`config.mk`:
```
export PLATFORM = sky130hd
export DESIGN_NAME = ifp_fetch_pipe
export DESIGN_NICKNAME = d
export VERILOG_FILES = /design/src/rtl/ifp_pkg.sv /design/src/rtl/ifp_fetch_pipe.sv
export SDC_FILE = /design/constraint.sdc
export NUM_CORES = 1
export LEC_CHECK = 0
export ABC_AREA = 1
export ABC_CLOCK_PERIOD_IN_PS = 2140
export BUFFER_PORTS_ARGS = -buffer_cell sky130_fd_sc_hd__buf_4
export CAP_MARGIN = 20
export CORE_MARGIN = 5
export CORE_UTILIZATION = 53
export CTS_BUF_LIST = sky130_fd_sc_hd__clkbuf_8
export DETAILED_ROUTE_END_ITERATION = 7
export GPL_ROUTABILITY_DRIVEN = 1
export MAX_ROUTING_LAYER = met4
export PLACE_DENSITY = 0.79
export SLEW_MARGIN = 10
export SYNTH_ARGS = -nofsm -noshare
export SYNTH_HDL_FRONTEND = slang
export SYNTH_SLANG_ARGS = --single-unit
```
`constraint.sdc`:
```
create_clock -name clock_i -period 2.14 [get_ports clock_i]
set_input_delay 0.428 -clock clock_i [delete_from_list [all_inputs] [get_ports clock_i]]
set_output_delay 0.428 -clock clock_i [all_outputs]
set_load 0.005 [all_outputs]
```
`src/rtl/ifp_pkg.sv`:
```
package ifp_pkg;

    ////////////////////////////////////////////////////////////////////////////
    // widths and fixed values
    localparam int          PC_W        = 21;
    localparam int          WORD_W      = 16;
    localparam int          DATA_W      = 8;
    localparam int          DADDR_W     = 12;
    localparam int          PHASES      = 4;            // oscillator divide ratio
    localparam logic [20:0] PC_RESET    = 21'h000000;
    localparam logic [20:0] PC_STEP     = 21'h000002;   // one instruction word in bytes
    localparam logic [11:0] PC_LOW_ADDR = 12'hff9;      // data address of pc_low_byte
    localparam logic [7:0]  WORKING_REG_RESET  = 8'h00;

    ////////////////////////////////////////////////////////////////////////////
    // opcode fields of the first word
    localparam logic [7:0] OPC_JUMP_ABS = 8'hef;        // 1110 1111
    localparam logic [6:0] OPC_CALL_ABS = 7'h76;        // 1110 110s
    localparam logic [7:0] OPC_LOAD_PTR = 8'hee;        // 1110 1110
    localparam logic [4:0] OPC_BRANCH   = 5'h1a;        // 1101 0nnn
    localparam logic [6:0] OPC_SKIP_Z   = 7'h33;        // 0110 011a
    localparam logic [5:0] OPC_ADD_WF   = 6'h09;        // 0010 01da
    localparam logic [7:0] OPC_MOV_LIT  = 8'h0e;        // 0000 1110
    localparam logic [7:0] OPC_RET_LIT  = 8'h0c;        // 0000 1100
    localparam logic [3:0] OPC_MOVE_FF  = 4'hc;         // 1100 ssss
    localparam logic [3:0] OPC_SECOND   = 4'hf;         // top 4 bits of a second word

    ////////////////////////////////////////////////////////////////////////////
    // phases and decoded operations
    typedef enum logic [1:0] {
        PHASE_ONE,
        PHASE_TWO,
        PHASE_THREE,
        PHASE_FOUR
    } ifp_phase_e;

    typedef enum logic [3:0] {
        OP_NOP,
        OP_JUMP_ABS,
        OP_CALL_ABS,
        OP_BRANCH_REL,
        OP_TEST_SKIP_IF_ZERO,
        OP_ADD_WORKING_TO_FILE,
        OP_MOV_LIT,
        OP_RETURN_WITH_LITERAL,
        OP_FILE_TO_FILE_MOVE,
        OP_LOAD_POINTER_LITERAL,
        OP_SECOND_WORD
    } ifp_op_e;

    // data memory request, one strobe per phase
    typedef struct packed {
        logic        rd;
        logic        wr;
        logic [11:0] addr;
        logic [7:0]  wdata;
    } ifp_dm_req_s;

    // pointer load produced by the load_pointer_literal operation
    typedef struct packed {
        logic        load;
        logic [1:0]  sel;
        logic [11:0] value;
    } ifp_ptr_load_s;

endpackage : ifp_pkg

```
`src/rtl/ifp_fetch_pipe.sv`:
```
// How it works
// - each instruction cycle is four phases, one to four, driving every action
// - next word is fetched while the current one executes, one per cycle
// - a pc change discards the prefetched word, costing one cycle
// - the program counter steps during phase one of each fetch cycle
// - fetched word enters the hold register in phase one, executes in two to four
// - operand read in phase two, destination write in phase four
// - byte addressed program memory, instruction words start at even addresses
// - sequential pc step is 2 and bit zero always reads zero
// - absolute jump and call load the word address into pc bits 20..1
// - relative branch offset counts words, not bytes
// - second words of two-word operations have top four bits set, data below
// - a two-word operation uses the data of its following second word
// - a second word reached on its own executes as a no-operation
// - adding working register to pc low byte jumps forward by that many bytes
// - return with literal returns and places the 8-bit literal in working register
// - phases come from dividing the core clock by four
// - writing pc low byte loads upper bytes from latches; jumps bypass latches
// - register-to-register move takes two words and two cycles
module ifp_fetch_pipe (
    input  wire logic                  clock_i,          // core clock
    input  wire logic                  rst_n_i,          // async reset, active low
    output logic [20:0]                pm_addr_o,        // program memory byte address
    input  wire logic [15:0]           pm_data_i,        // word at pm_addr_o, taken end of phase four
    output ifp_pkg::ifp_dm_req_s       dm_req_o,         // data memory request
    input  wire logic [7:0]            dm_rdata_i,       // read data, valid in phase three
    input  wire logic [3:0]            bank_sel_i,       // bank select for banked access
    input  wire logic [7:0]            pc_high_latch_i,  // pc_high_latch register
    input  wire logic [4:0]            pc_upper_latch_i, // pc_upper_latch register
    input  wire logic [20:0]           ret_addr_i,       // top of return stack
    output logic                       stack_push_o,     // push push_addr_o, one cycle
    output logic [20:0]                push_addr_o,      // return address to push
    output logic                       stack_pop_o,      // pop return stack, one cycle
    output ifp_pkg::ifp_ptr_load_s     ptr_load_o,       // pointer load pulse
    output logic [7:0]                 working_reg_o,    // working_reg contents
    output logic [15:0]                instr_hold_reg_o, // word being executed
    output logic [3:0]                 phase_o           // one-hot phase, bit 0 is phase one
);

    ////////////////////////////////////////////////////////////////////////////
    // decode and address functions
    function automatic ifp_pkg::ifp_op_e decode(input logic [15:0] w);
        ifp_pkg::ifp_op_e op;
        op = ifp_pkg::OP_NOP;
        if (w[15:8] == ifp_pkg::OPC_JUMP_ABS)       op = ifp_pkg::OP_JUMP_ABS;
        else if (w[15:9] == ifp_pkg::OPC_CALL_ABS)  op = ifp_pkg::OP_CALL_ABS;
        else if (w[15:8] == ifp_pkg::OPC_LOAD_PTR)  op = ifp_pkg::OP_LOAD_POINTER_LITERAL;
        else if (w[15:11] == ifp_pkg::OPC_BRANCH)   op = ifp_pkg::OP_BRANCH_REL;
        else if (w[15:9] == ifp_pkg::OPC_SKIP_Z)    op = ifp_pkg::OP_TEST_SKIP_IF_ZERO;
        else if (w[15:10] == ifp_pkg::OPC_ADD_WF)   op = ifp_pkg::OP_ADD_WORKING_TO_FILE;
        else if (w[15:8] == ifp_pkg::OPC_MOV_LIT)   op = ifp_pkg::OP_MOV_LIT;
        else if (w[15:8] == ifp_pkg::OPC_RET_LIT)   op = ifp_pkg::OP_RETURN_WITH_LITERAL;
        else if (w[15:12] == ifp_pkg::OPC_MOVE_FF)  op = ifp_pkg::OP_FILE_TO_FILE_MOVE;
        else if (w[15:12] == ifp_pkg::OPC_SECOND)   op = ifp_pkg::OP_SECOND_WORD;
        return op;
    endfunction : decode

    // file address from the 8-bit field and access bit
    function automatic logic [11:0] file_addr(input logic [15:0] w, input logic [3:0] bank);
        logic [11:0] a;
        a = {bank, w[7:0]};
        if (!w[8]) begin
            a = w[7] ? {4'hf, w[7:0]} : {4'h0, w[7:0]};
        end
        return a;
    endfunction : file_addr

    ////////////////////////////////////////////////////////////////////////////
    // state
    ifp_pkg::ifp_phase_e phase_q;
    ifp_pkg::ifp_op_e    op_q;
    logic [20:0]         pc_q;
    logic [15:0]         pf_word_q;
    logic                pf_valid_q;
    logic [15:0]         ex_word_q;
    logic                ex_valid_q;
    logic [7:0]          working_reg_q;
    logic [7:0]          result_q;
    logic                zero_q;
    logic                move_pend_q;
    logic [7:0]          move_data_q;
    logic                ex_pc_low_q;
    ifp_pkg::ifp_op_e    pf_op;
    logic                redirect;
    logic                skip;
    logic [20:0]         target;
    logic [7:0]          operand;
    logic [8:0]          sum;

    assign pf_op = decode(pf_word_q);

    ////////////////////////////////////////////////////////////////////////////
    // phase divider, four core clocks per instruction cycle
    always_ff @(posedge clock_i or negedge rst_n_i) begin
        if (!rst_n_i) begin
            phase_q <= ifp_pkg::PHASE_ONE;
            phase_o <= 4'h1;
        end else begin
            case (phase_q)
                ifp_pkg::PHASE_ONE:   phase_q <= ifp_pkg::PHASE_TWO;
                ifp_pkg::PHASE_TWO:   phase_q <= ifp_pkg::PHASE_THREE;
                ifp_pkg::PHASE_THREE: phase_q <= ifp_pkg::PHASE_FOUR;
                ifp_pkg::PHASE_FOUR:  phase_q <= ifp_pkg::PHASE_ONE;
                default:              phase_q <= ifp_pkg::PHASE_ONE;
            endcase
            phase_o <= {phase_o[2:0], phase_o[3]};
        end
    end

    ////////////////////////////////////////////////////////////////////////////
    // branch decision, evaluated in phase four of the execution cycle
    always_comb begin
        redirect = 1'b0;
        skip     = 1'b0;
        target   = pc_q;
        if (ex_valid_q) begin
            case (op_q)
                ifp_pkg::OP_JUMP_ABS, ifp_pkg::OP_CALL_ABS: begin
                    redirect = 1'b1;
                    target   = {pm_data_i[11:0], ex_word_q[7:0], 1'b0};
                end
                ifp_pkg::OP_BRANCH_REL: begin
                    redirect = 1'b1;
                    target   = pm_addr_o + {{9{ex_word_q[10]}}, ex_word_q[10:0], 1'b0};
                end
                ifp_pkg::OP_ADD_WORKING_TO_FILE: begin
                    if (ex_pc_low_q && ex_word_q[9]) begin
                        redirect = 1'b1;
                        target   = {pc_upper_latch_i, pc_high_latch_i, result_q[7:1], 1'b0};
                    end
                end
                ifp_pkg::OP_RETURN_WITH_LITERAL: begin
                    redirect = 1'b1;
                    target   = {ret_addr_i[20:1], 1'b0};
                end
                ifp_pkg::OP_TEST_SKIP_IF_ZERO: skip = zero_q;
                default: begin
                    redirect = 1'b0;
                end
            endcase
        end
    end

    ////////////////////////////////////////////////////////////////////////////
    // program counter and fetch
    always_ff @(posedge clock_i or negedge rst_n_i) begin
        if (!rst_n_i) begin
            pc_q       <= ifp_pkg::PC_RESET;
            pm_addr_o  <= ifp_pkg::PC_RESET;
            pf_word_q  <= 16'h0000;
            pf_valid_q <= 1'b0;
        end else begin
            if (phase_q == ifp_pkg::PHASE_ONE) begin
                pm_addr_o <= pc_q;
                pc_q      <= pc_q + ifp_pkg::PC_STEP;
            end
            if (phase_q == ifp_pkg::PHASE_FOUR) begin
                pf_word_q  <= pm_data_i;
                pf_valid_q <= !(redirect || skip);
                if (redirect) begin
                    pc_q <= target;
                end
            end
        end
    end

    ////////////////////////////////////////////////////////////////////////////
    // instruction hold register, loaded in phase one
    always_ff @(posedge clock_i or negedge rst_n_i) begin
        if (!rst_n_i) begin
            ex_word_q        <= 16'h0000;
            ex_valid_q       <= 1'b0;
            op_q             <= ifp_pkg::OP_NOP;
            ex_pc_low_q      <= 1'b0;
            instr_hold_reg_o <= 16'h0000;
        end else if (phase_q == ifp_pkg::PHASE_ONE) begin
            ex_word_q        <= pf_word_q;
            instr_hold_reg_o <= pf_word_q;
            ex_valid_q       <= pf_valid_q;
            op_q             <= pf_valid_q ? pf_op : ifp_pkg::OP_NOP;
            ex_pc_low_q      <= file_addr(pf_word_q, bank_sel_i) == ifp_pkg::PC_LOW_ADDR;
        end
    end

    ////////////////////////////////////////////////////////////////////////////
    // operand arithmetic, pc low byte reads the current fetch address
    assign operand = ex_pc_low_q ? pm_addr_o[7:0] : dm_rdata_i;
    assign sum     = {1'b0, operand} + {1'b0, working_reg_q};

    always_ff @(posedge clock_i or negedge rst_n_i) begin
        if (!rst_n_i) begin
            result_q    <= 8'h00;
            zero_q      <= 1'b0;
            move_data_q <= 8'h00;
        end else if (phase_q == ifp_pkg::PHASE_THREE) begin
            result_q    <= sum[7:0];
            zero_q      <= operand == 8'h00;
            if (op_q == ifp_pkg::OP_FILE_TO_FILE_MOVE) begin
                move_data_q <= dm_rdata_i;
            end
        end
    end

    ////////////////////////////////////////////////////////////////////////////
    // data memory strobes: read during phase two, write during phase four
    always_ff @(posedge clock_i or negedge rst_n_i) begin
        if (!rst_n_i) begin
            dm_req_o <= '0;
        end else begin
            dm_req_o.rd <= 1'b0;
            dm_req_o.wr <= 1'b0;
            if (phase_q == ifp_pkg::PHASE_ONE && pf_valid_q) begin
                case (pf_op)
                    ifp_pkg::OP_TEST_SKIP_IF_ZERO, ifp_pkg::OP_ADD_WORKING_TO_FILE: begin
                        dm_req_o.rd   <= 1'b1;
                        dm_req_o.addr <= file_addr(pf_word_q, bank_sel_i);
                    end
                    ifp_pkg::OP_FILE_TO_FILE_MOVE: begin
                        dm_req_o.rd   <= 1'b1;
                        dm_req_o.addr <= pf_word_q[11:0];
                    end
                    default: dm_req_o.rd <= 1'b0;
                endcase
            end
            if (phase_q == ifp_pkg::PHASE_THREE) begin
                if (op_q == ifp_pkg::OP_ADD_WORKING_TO_FILE && ex_word_q[9] && !ex_pc_low_q) begin
                    dm_req_o.wr    <= 1'b1;
                    dm_req_o.wdata <= sum[7:0];                          // result_q only updates on this edge
                end
                if (op_q == ifp_pkg::OP_SECOND_WORD && move_pend_q) begin
                    dm_req_o.wr    <= 1'b1;
                    dm_req_o.addr  <= ex_word_q[11:0];
                    dm_req_o.wdata <= move_data_q;
                end
            end
        end
    end

    ////////////////////////////////////////////////////////////////////////////
    // two-word move tracking; a lone second word finds no pending move
    always_ff @(posedge clock_i or negedge rst_n_i) begin
        if (!rst_n_i) begin
            move_pend_q <= 1'b0;
        end else if (phase_q == ifp_pkg::PHASE_FOUR) begin
            move_pend_q <= op_q == ifp_pkg::OP_FILE_TO_FILE_MOVE;
        end
    end

    ////////////////////////////////////////////////////////////////////////////
    // working register
    always_ff @(posedge clock_i or negedge rst_n_i) begin
        if (!rst_n_i) begin
            working_reg_q        <= ifp_pkg::WORKING_REG_RESET;
            working_reg_o <= ifp_pkg::WORKING_REG_RESET;
        end else if (phase_q == ifp_pkg::PHASE_FOUR) begin
            case (op_q)
                ifp_pkg::OP_MOV_LIT, ifp_pkg::OP_RETURN_WITH_LITERAL: begin
                    working_reg_q        <= ex_word_q[7:0];
                    working_reg_o <= ex_word_q[7:0];
                end
                ifp_pkg::OP_ADD_WORKING_TO_FILE: begin
                    if (!ex_word_q[9]) begin
                        working_reg_q        <= result_q;
                        working_reg_o <= result_q;
                    end
                end
                default: working_reg_q <= working_reg_q;
            endcase
        end
    end

    ////////////////////////////////////////////////////////////////////////////
    // stack and pointer pulses, one core clock wide after phase four
    always_ff @(posedge clock_i or negedge rst_n_i) begin
        if (!rst_n_i) begin
            stack_push_o <= 1'b0;
            stack_pop_o  <= 1'b0;
            push_addr_o  <= ifp_pkg::PC_RESET;
            ptr_load_o   <= '0;
        end else begin
            stack_push_o    <= phase_q == ifp_pkg::PHASE_FOUR && op_q == ifp_pkg::OP_CALL_ABS;
            stack_pop_o     <= phase_q == ifp_pkg::PHASE_FOUR && op_q == ifp_pkg::OP_RETURN_WITH_LITERAL;
            ptr_load_o.load <= phase_q == ifp_pkg::PHASE_FOUR && op_q == ifp_pkg::OP_LOAD_POINTER_LITERAL;
            if (phase_q == ifp_pkg::PHASE_FOUR) begin
                push_addr_o      <= pm_addr_o + ifp_pkg::PC_STEP;         // past the second word
                ptr_load_o.sel   <= ex_word_q[5:4];
                ptr_load_o.value <= {ex_word_q[3:0], pm_data_i[7:0]};
            end
        end
    end
endmodule : ifp_fetch_pipe

```
---- Yosys cells after proc, flatten, opt, wreduce, memory -nomap -nowiden ----
Cells that the tools add are included.
cells by class
  $add $sub $neg .......................... 4
  multiply operators ...................... 0
  div/mod/pow operators ................... 0
  magnitude comparators ................... 0
  equal/unequal tests ..................... 31
  shift-type cells ........................ 0
  muxes and demuxes ....................... 37
  bitwise gates (word level) .............. 0
  reduce and logical (&&, ||, !) cells .... 24
operators by type and width
  cell                                                    count
  2-to-1 mux 21 bit                                       7
  one-hot mux 21 bit (4 select lines)                     1
  2-to-1 mux 12 bit                                       4
  2-to-1 mux 4 bit                                        11
  adder 21 x 2 -> 21 bit (second input constant)          2
  equality test 4 x 3 -> 1 bit (second input constant)    6
  equality test 4 bit (second input constant)             6
  2-to-1 mux 8 bit                                        3
  one-hot mux 12 bit (2 select lines)                     1
  adder 21 bit                                            1
  equality test 8 x 4 -> 1 bit (second input constant)    2
  equality test 8 bit (second input constant)             2
  one-hot mux 8 bit (2 select lines)                      1
  equality test 12 bit (second input constant)            1
  adder 8 bit                                             1
  equality test 4 x 2 -> 1 bit (second input constant)    2
  logical AND 1 bit                                       8
  logical NOT 8 bit                                       1
  one-hot mux 2 bit (4 select lines)                      1
  equality test 7 x 6 -> 1 bit (second input constant)    1
  equality test 7 bit (second input constant)             1
  2-to-1 mux 1 bit                                        7
  equality test 6 x 4 -> 1 bit (second input constant)    1
  inequality test 6 x 3 -> 1 bit (second input constant)  1
  17 further kinds                                        24
storage, ports and cells
  bits in registers ....................... 173
  bits in latches ......................... 0
  memory bits (writable) .................. 0
  ROM bits ................................ 0
  logic and storage cells ................. 121
  memories ................................ 0

---- Longest topological paths before layout ----
  depth in word-level cells ............... 17
  depth in mapped cells ................... 17

---- Worst setup path before layout ----
Ideal clock, no wire load.
  path kind ............................... flip-flop to flip-flop
  from .................................... register ex_pc_low_q
  to ...................................... register dm_req_o[6] (netlist bit)
  arrival ................................. 1.924 ns
  slack ................................... 0.099 ns
  stages on the path, launching flop included .. 16
  clock period less this slack ............ 2.041 ns
  cell sequence ........................... dfrtp_1 -> buf_2 -> buf_2 -> o21ai_0 -> inv_1 -> ha_1 -> a21oi_1 -> nand2_1 -> nand2_1 -> nand2_1 -> nand2_1 -> nand2_1 -> nand2_1 -> nand3_1 -> nand2_1 -> nand2_1
between the ends
  longest elaborated chain between the ends .. 4
  elaborated cells between the ends (all ways) .. 8
  classes of those cells .................. 1 x add/sub; 3 x mux; 4 x reduce/logical
RTL lines
  element                                                          RTL line                                      source
  from (decl)                                                      ifp_fetch_pipe.sv:82                          logic ex_pc_low_q;
  from (signal assigned)                                           ifp_fetch_pipe.sv:181                         ex_pc_low_q <= file_addr(pf_word_q, bank_sel_i) == ifp_pkg::PC_LOW_ADDR;
  2-to-1 mux 8 bit / logical NOT 1 bit (equally long branches)     ifp_fetch_pipe.sv:187, ifp_fetch_pipe.sv:226
  adder 8 bit / logical AND 1 bit (equally long branches)          ifp_fetch_pipe.sv:188, ifp_fetch_pipe.sv:226
  2-to-1 mux 8 bit / nonzero test 2 bit (equally long branches)    --
  2-to-1 mux 21 bit / AND reduction 2 bit (equally long branches)  --
  to (decl)                                                        ifp_fetch_pipe.sv:25                          output ifp_pkg::ifp_dm_req_s dm_req_o,
Parallel ways exist; a longest one is shown, timed or not. The select of a mux whose other input is x is not followed.
A chain may end at the register's enable or synchronous reset.

---- Worst setup path after layout ----
Ends and elaborated chain as after synthesis.

==> results.cfg <==
[status]
status = complete, no violations

[global_routing]
grt_max_degree = 49
grt_pass1_vias = 9193
track_usage = 0.296
antenna_found_initial = 0
grt_pass1_wl_um = 46800
grt_overflow = 0

[flow_run]
drv_cap = 0

[cts]
cts_sinks = 165
cts_inserted_buffers = 17
cts.path.max_buffers = 2
clk_pin_slew_ns = 0.10
clkLatencyLatePin_ns = 0.48
cts_tree = yes
cts-root-buf = clkbuf_8
h-tree-depth = 4

[sta]
setup_viol = 0
finalCriticalPeriod_ns = 2.06
hold_viol_final = 0
fmax_mhz = 485
clock_skew_ns = 0.0135
period_share = 0.964
tightest_slew_ns = 0.615
setup_ws_ns = 0.0768
rsz0062_at_grt = true
drv_slew = 0
slew_headroom = 0.590

[drt]
vias = 9644
ant_nets = 0
vias_per_cell = 5.53
drc = 0
first_iter_violations = 861
wl_um = 29800
wl_per_cell_um = 17.1
dr.pass1.iters = 5

[setup_path]
r2r_slack_ns = 0.08
path_common_cell = nand2_1
startpoint_type = flip-flop
crit_path_end_kind = flip-flop
critPathSlowestCell = dfrtp_2
crit_chain = nand2_2 -> o21ai_2 -> inv_1 -> ha_2 -> inv_2 -> fa_2 -> nand3b_1 -> nand2_1 -> nand2_1 -> nand2_1 -> nand2_2 -> nand3_2 -> nand3_1 -> nand2_1 -> nand2_1
crit_required_ns = 2.51
setup.worst_path.class = reg2reg
cp.arrival_ns = 2.44
crit_path_max_fanout = 7
max_stage_delay_ns = 0.48

[logic_synthesis]
synth_seq_area_share = 0.428
synth_top_cell_area_share = 0.426
syn_area_per_cell_um2 = 7.45
synth_top_area_cell = dfrtp_1
netlist_area_mm2 = 0.00964
syn_inst = 1295
yosysUniqueCellTypes = 53
ys.flop_type = dfrtp_1
synthTopCellsByArea = dfrtp_1, nand2_1, o21ai_0, inv_1, ha_1
postSynth.asyncResetShare = 1.00
syn-num-nets = 1392
yosys_warnings = 0
yosys_register_bits = 165
synth_edf_count = 0

[die]
rows = 49
dieArea_mm2 = 0.0210
die_height_um = 145
core_mm2 = 0.0180
io_pins = 173
die_w_um = 145
start_util = 0.537

[hold_path]
min_path_type = in2reg

[power_and_ir_drop]
comb_power_share = 0.371
p_leak_nw = 6.16
p_per_area_mw_per_mm2 = 887
p_int_mw = 6.55
p_sw_frac = 0.389
power_frac_clock = 0.221
p_switching_mw = 4.17
vdd_ir_drop_max_uv = 572
p_total_mw = 10.7
seqPwrFrac = 0.408

[final_layout]
nets = 1600
drive_gt1_frac = 0.224
n_antenna_cell = 0
postLayoutCoreUtil = 0.673
syn2layout_area_growth_pct = 25.4

[placed_design]
place_congestion = 0.935
place_hpwl_um = 23300
portBuffers = 171
dp_slack_ns = -0.0835
## flip-flops by register name, indices dropped and copies added (netlist names), 2 cells and up
| name | flops |
|---|---|
| dm_req_o | 22 |
| ex_word_q | 16 |
| move_data_q | 8 |
| op_q | 4 |
| pc_q | 21 |
| pf_word_q | 16 |
| phase_o | 4 |
| phase_q | 2 |
| pm_addr_o | 21 |
| ptr_load_o | 7 |
| push_addr_o | 21 |
| result_q | 8 |
| working_reg_q | 8 |
## cell usage after synthesis, types with 11 or more instances
master / number
ha_1: 31
o21ai_0: 94
a31oi_1: 17
inv_1: 123
buf_2: 14
xor2_1: 19
nor2_1: 103
buf_4: 11
nand2_1: 434
a21oi_1: 48
dfrtp_1: 164
nand3_1: 72
nand4_1: 16
clkbuf_1: 21
nor3_1: 15
## stage by stage
step	area, um2	std cells	hold slack [ns]	TNS [ns]
finish	12100	1745	0.137	0
global route	12100	1745	0.120	-0.336
CTS	11900	1739	0.118	0
detailed placement	11500	1706	0.364	-0.177
global placement	11500	1706	0.361	0
floorplan	9640	1295	0.132	0
## area by class of cell
class | instances | area, um2
multi-input combinational | 948 | 4900
fill | 1560 | 5880
sequential | 165 | 4130
inverter | 134 | 503
timing repair buffer | 237 | 1850
tap | 229 | 287
clock buffer | 19 | 262
clock inverter | 13 | 150
## cells in the final DEF, fill, tap and decap left out, types with 17 or more instances in the layout
cell | synthesis | layout
ha_1 | 31 | 21
xor2_1 | 19 | 19
inv_1 | 123 | 121
a21oi_1 | 48 | 43
nand3_1 | 72 | 69
dfrtp_1 | 164 | 161
a31oi_1 | 17 | 17
clkbuf_8 | 0 | 19
buf_4 | 11 | 228
o21ai_0 | 94 | 87
nor2_1 | 103 | 101
nand2_1 | 434 | 431
## per-layer routing
metal,track usage,part of all wire,vias up
met5,-,0,-
met4,0.0893,0.022,0
met3,0.0496,0.087,61
met2,0.445,0.45,435
met1,0.415,0.44,4533
li1,-,-,4615
## path summary, 6_finish.rpt
check                             endpoint  cells after the start           from
max in group asynchronous       phase_o[0]                      3        rst_n_i
setup / recovery               dm_req_o[6]                     15    ex_pc_low_q
hold / removal               pf_word_q[14]                      3  pm_data_i[14]
hold reg to reg                 phase_o[0]                      0     phase_o[3]
setup reg to reg               dm_req_o[6]                     15    ex_pc_low_q
min in group asynchronous  push_addr_o[14]                      2        rst_n_i
## what timing repair did
| action | 4_1_cts | 5_1_grt |
|---|---|---|
| endpoints found under the hold margin | 45 | 0 |
| hold buffers | 1 | 0 |
| pin swaps | 0 | 8 |
| gates cloned | 0 | 0 |
| gates resized for setup | 5 | 35 |
| endpoints found under the setup margin | 4 | 22 |
| setup buffers | 0 | 6 |
## cell families (layout without fill, tap and decap cells)
family,Yosys count,count (layout),share of synthesized area
mux,4,4,0.00467
compound gates,206,206,0.123
buf+inv,182,403,0.0785
simple gates,676,676,0.295
xor+xnor,29,29,0.0263
flops,165,165,0.428
fa+ha+maj,33,33,0.0444
## power groups by stage
stage / logic [mW] / clock network (mW) / registers [mW]
floorplan: 2.21 / 0 / 4.30
global placement: 3.74 / 0 / 4.37
detailed placement: 3.85 / 0 / 4.40
CTS: 3.87 / 2.39 / 4.34
global route: 4.46 / 2.51 / 4.44
finish: 3.98 / 2.37 / 4.38
## worst max-delay path: cells and delay by family, from the launching register on
family	cells	cell delay, ns
and+or+nand+nor	10	0.82
adders and majority gates	2	0.51
DFF	1	0.48
buffers and inverters	2	0.10
AOI/OAI and AO/OA	1	0.05
(Power assumes the default switching activity.)
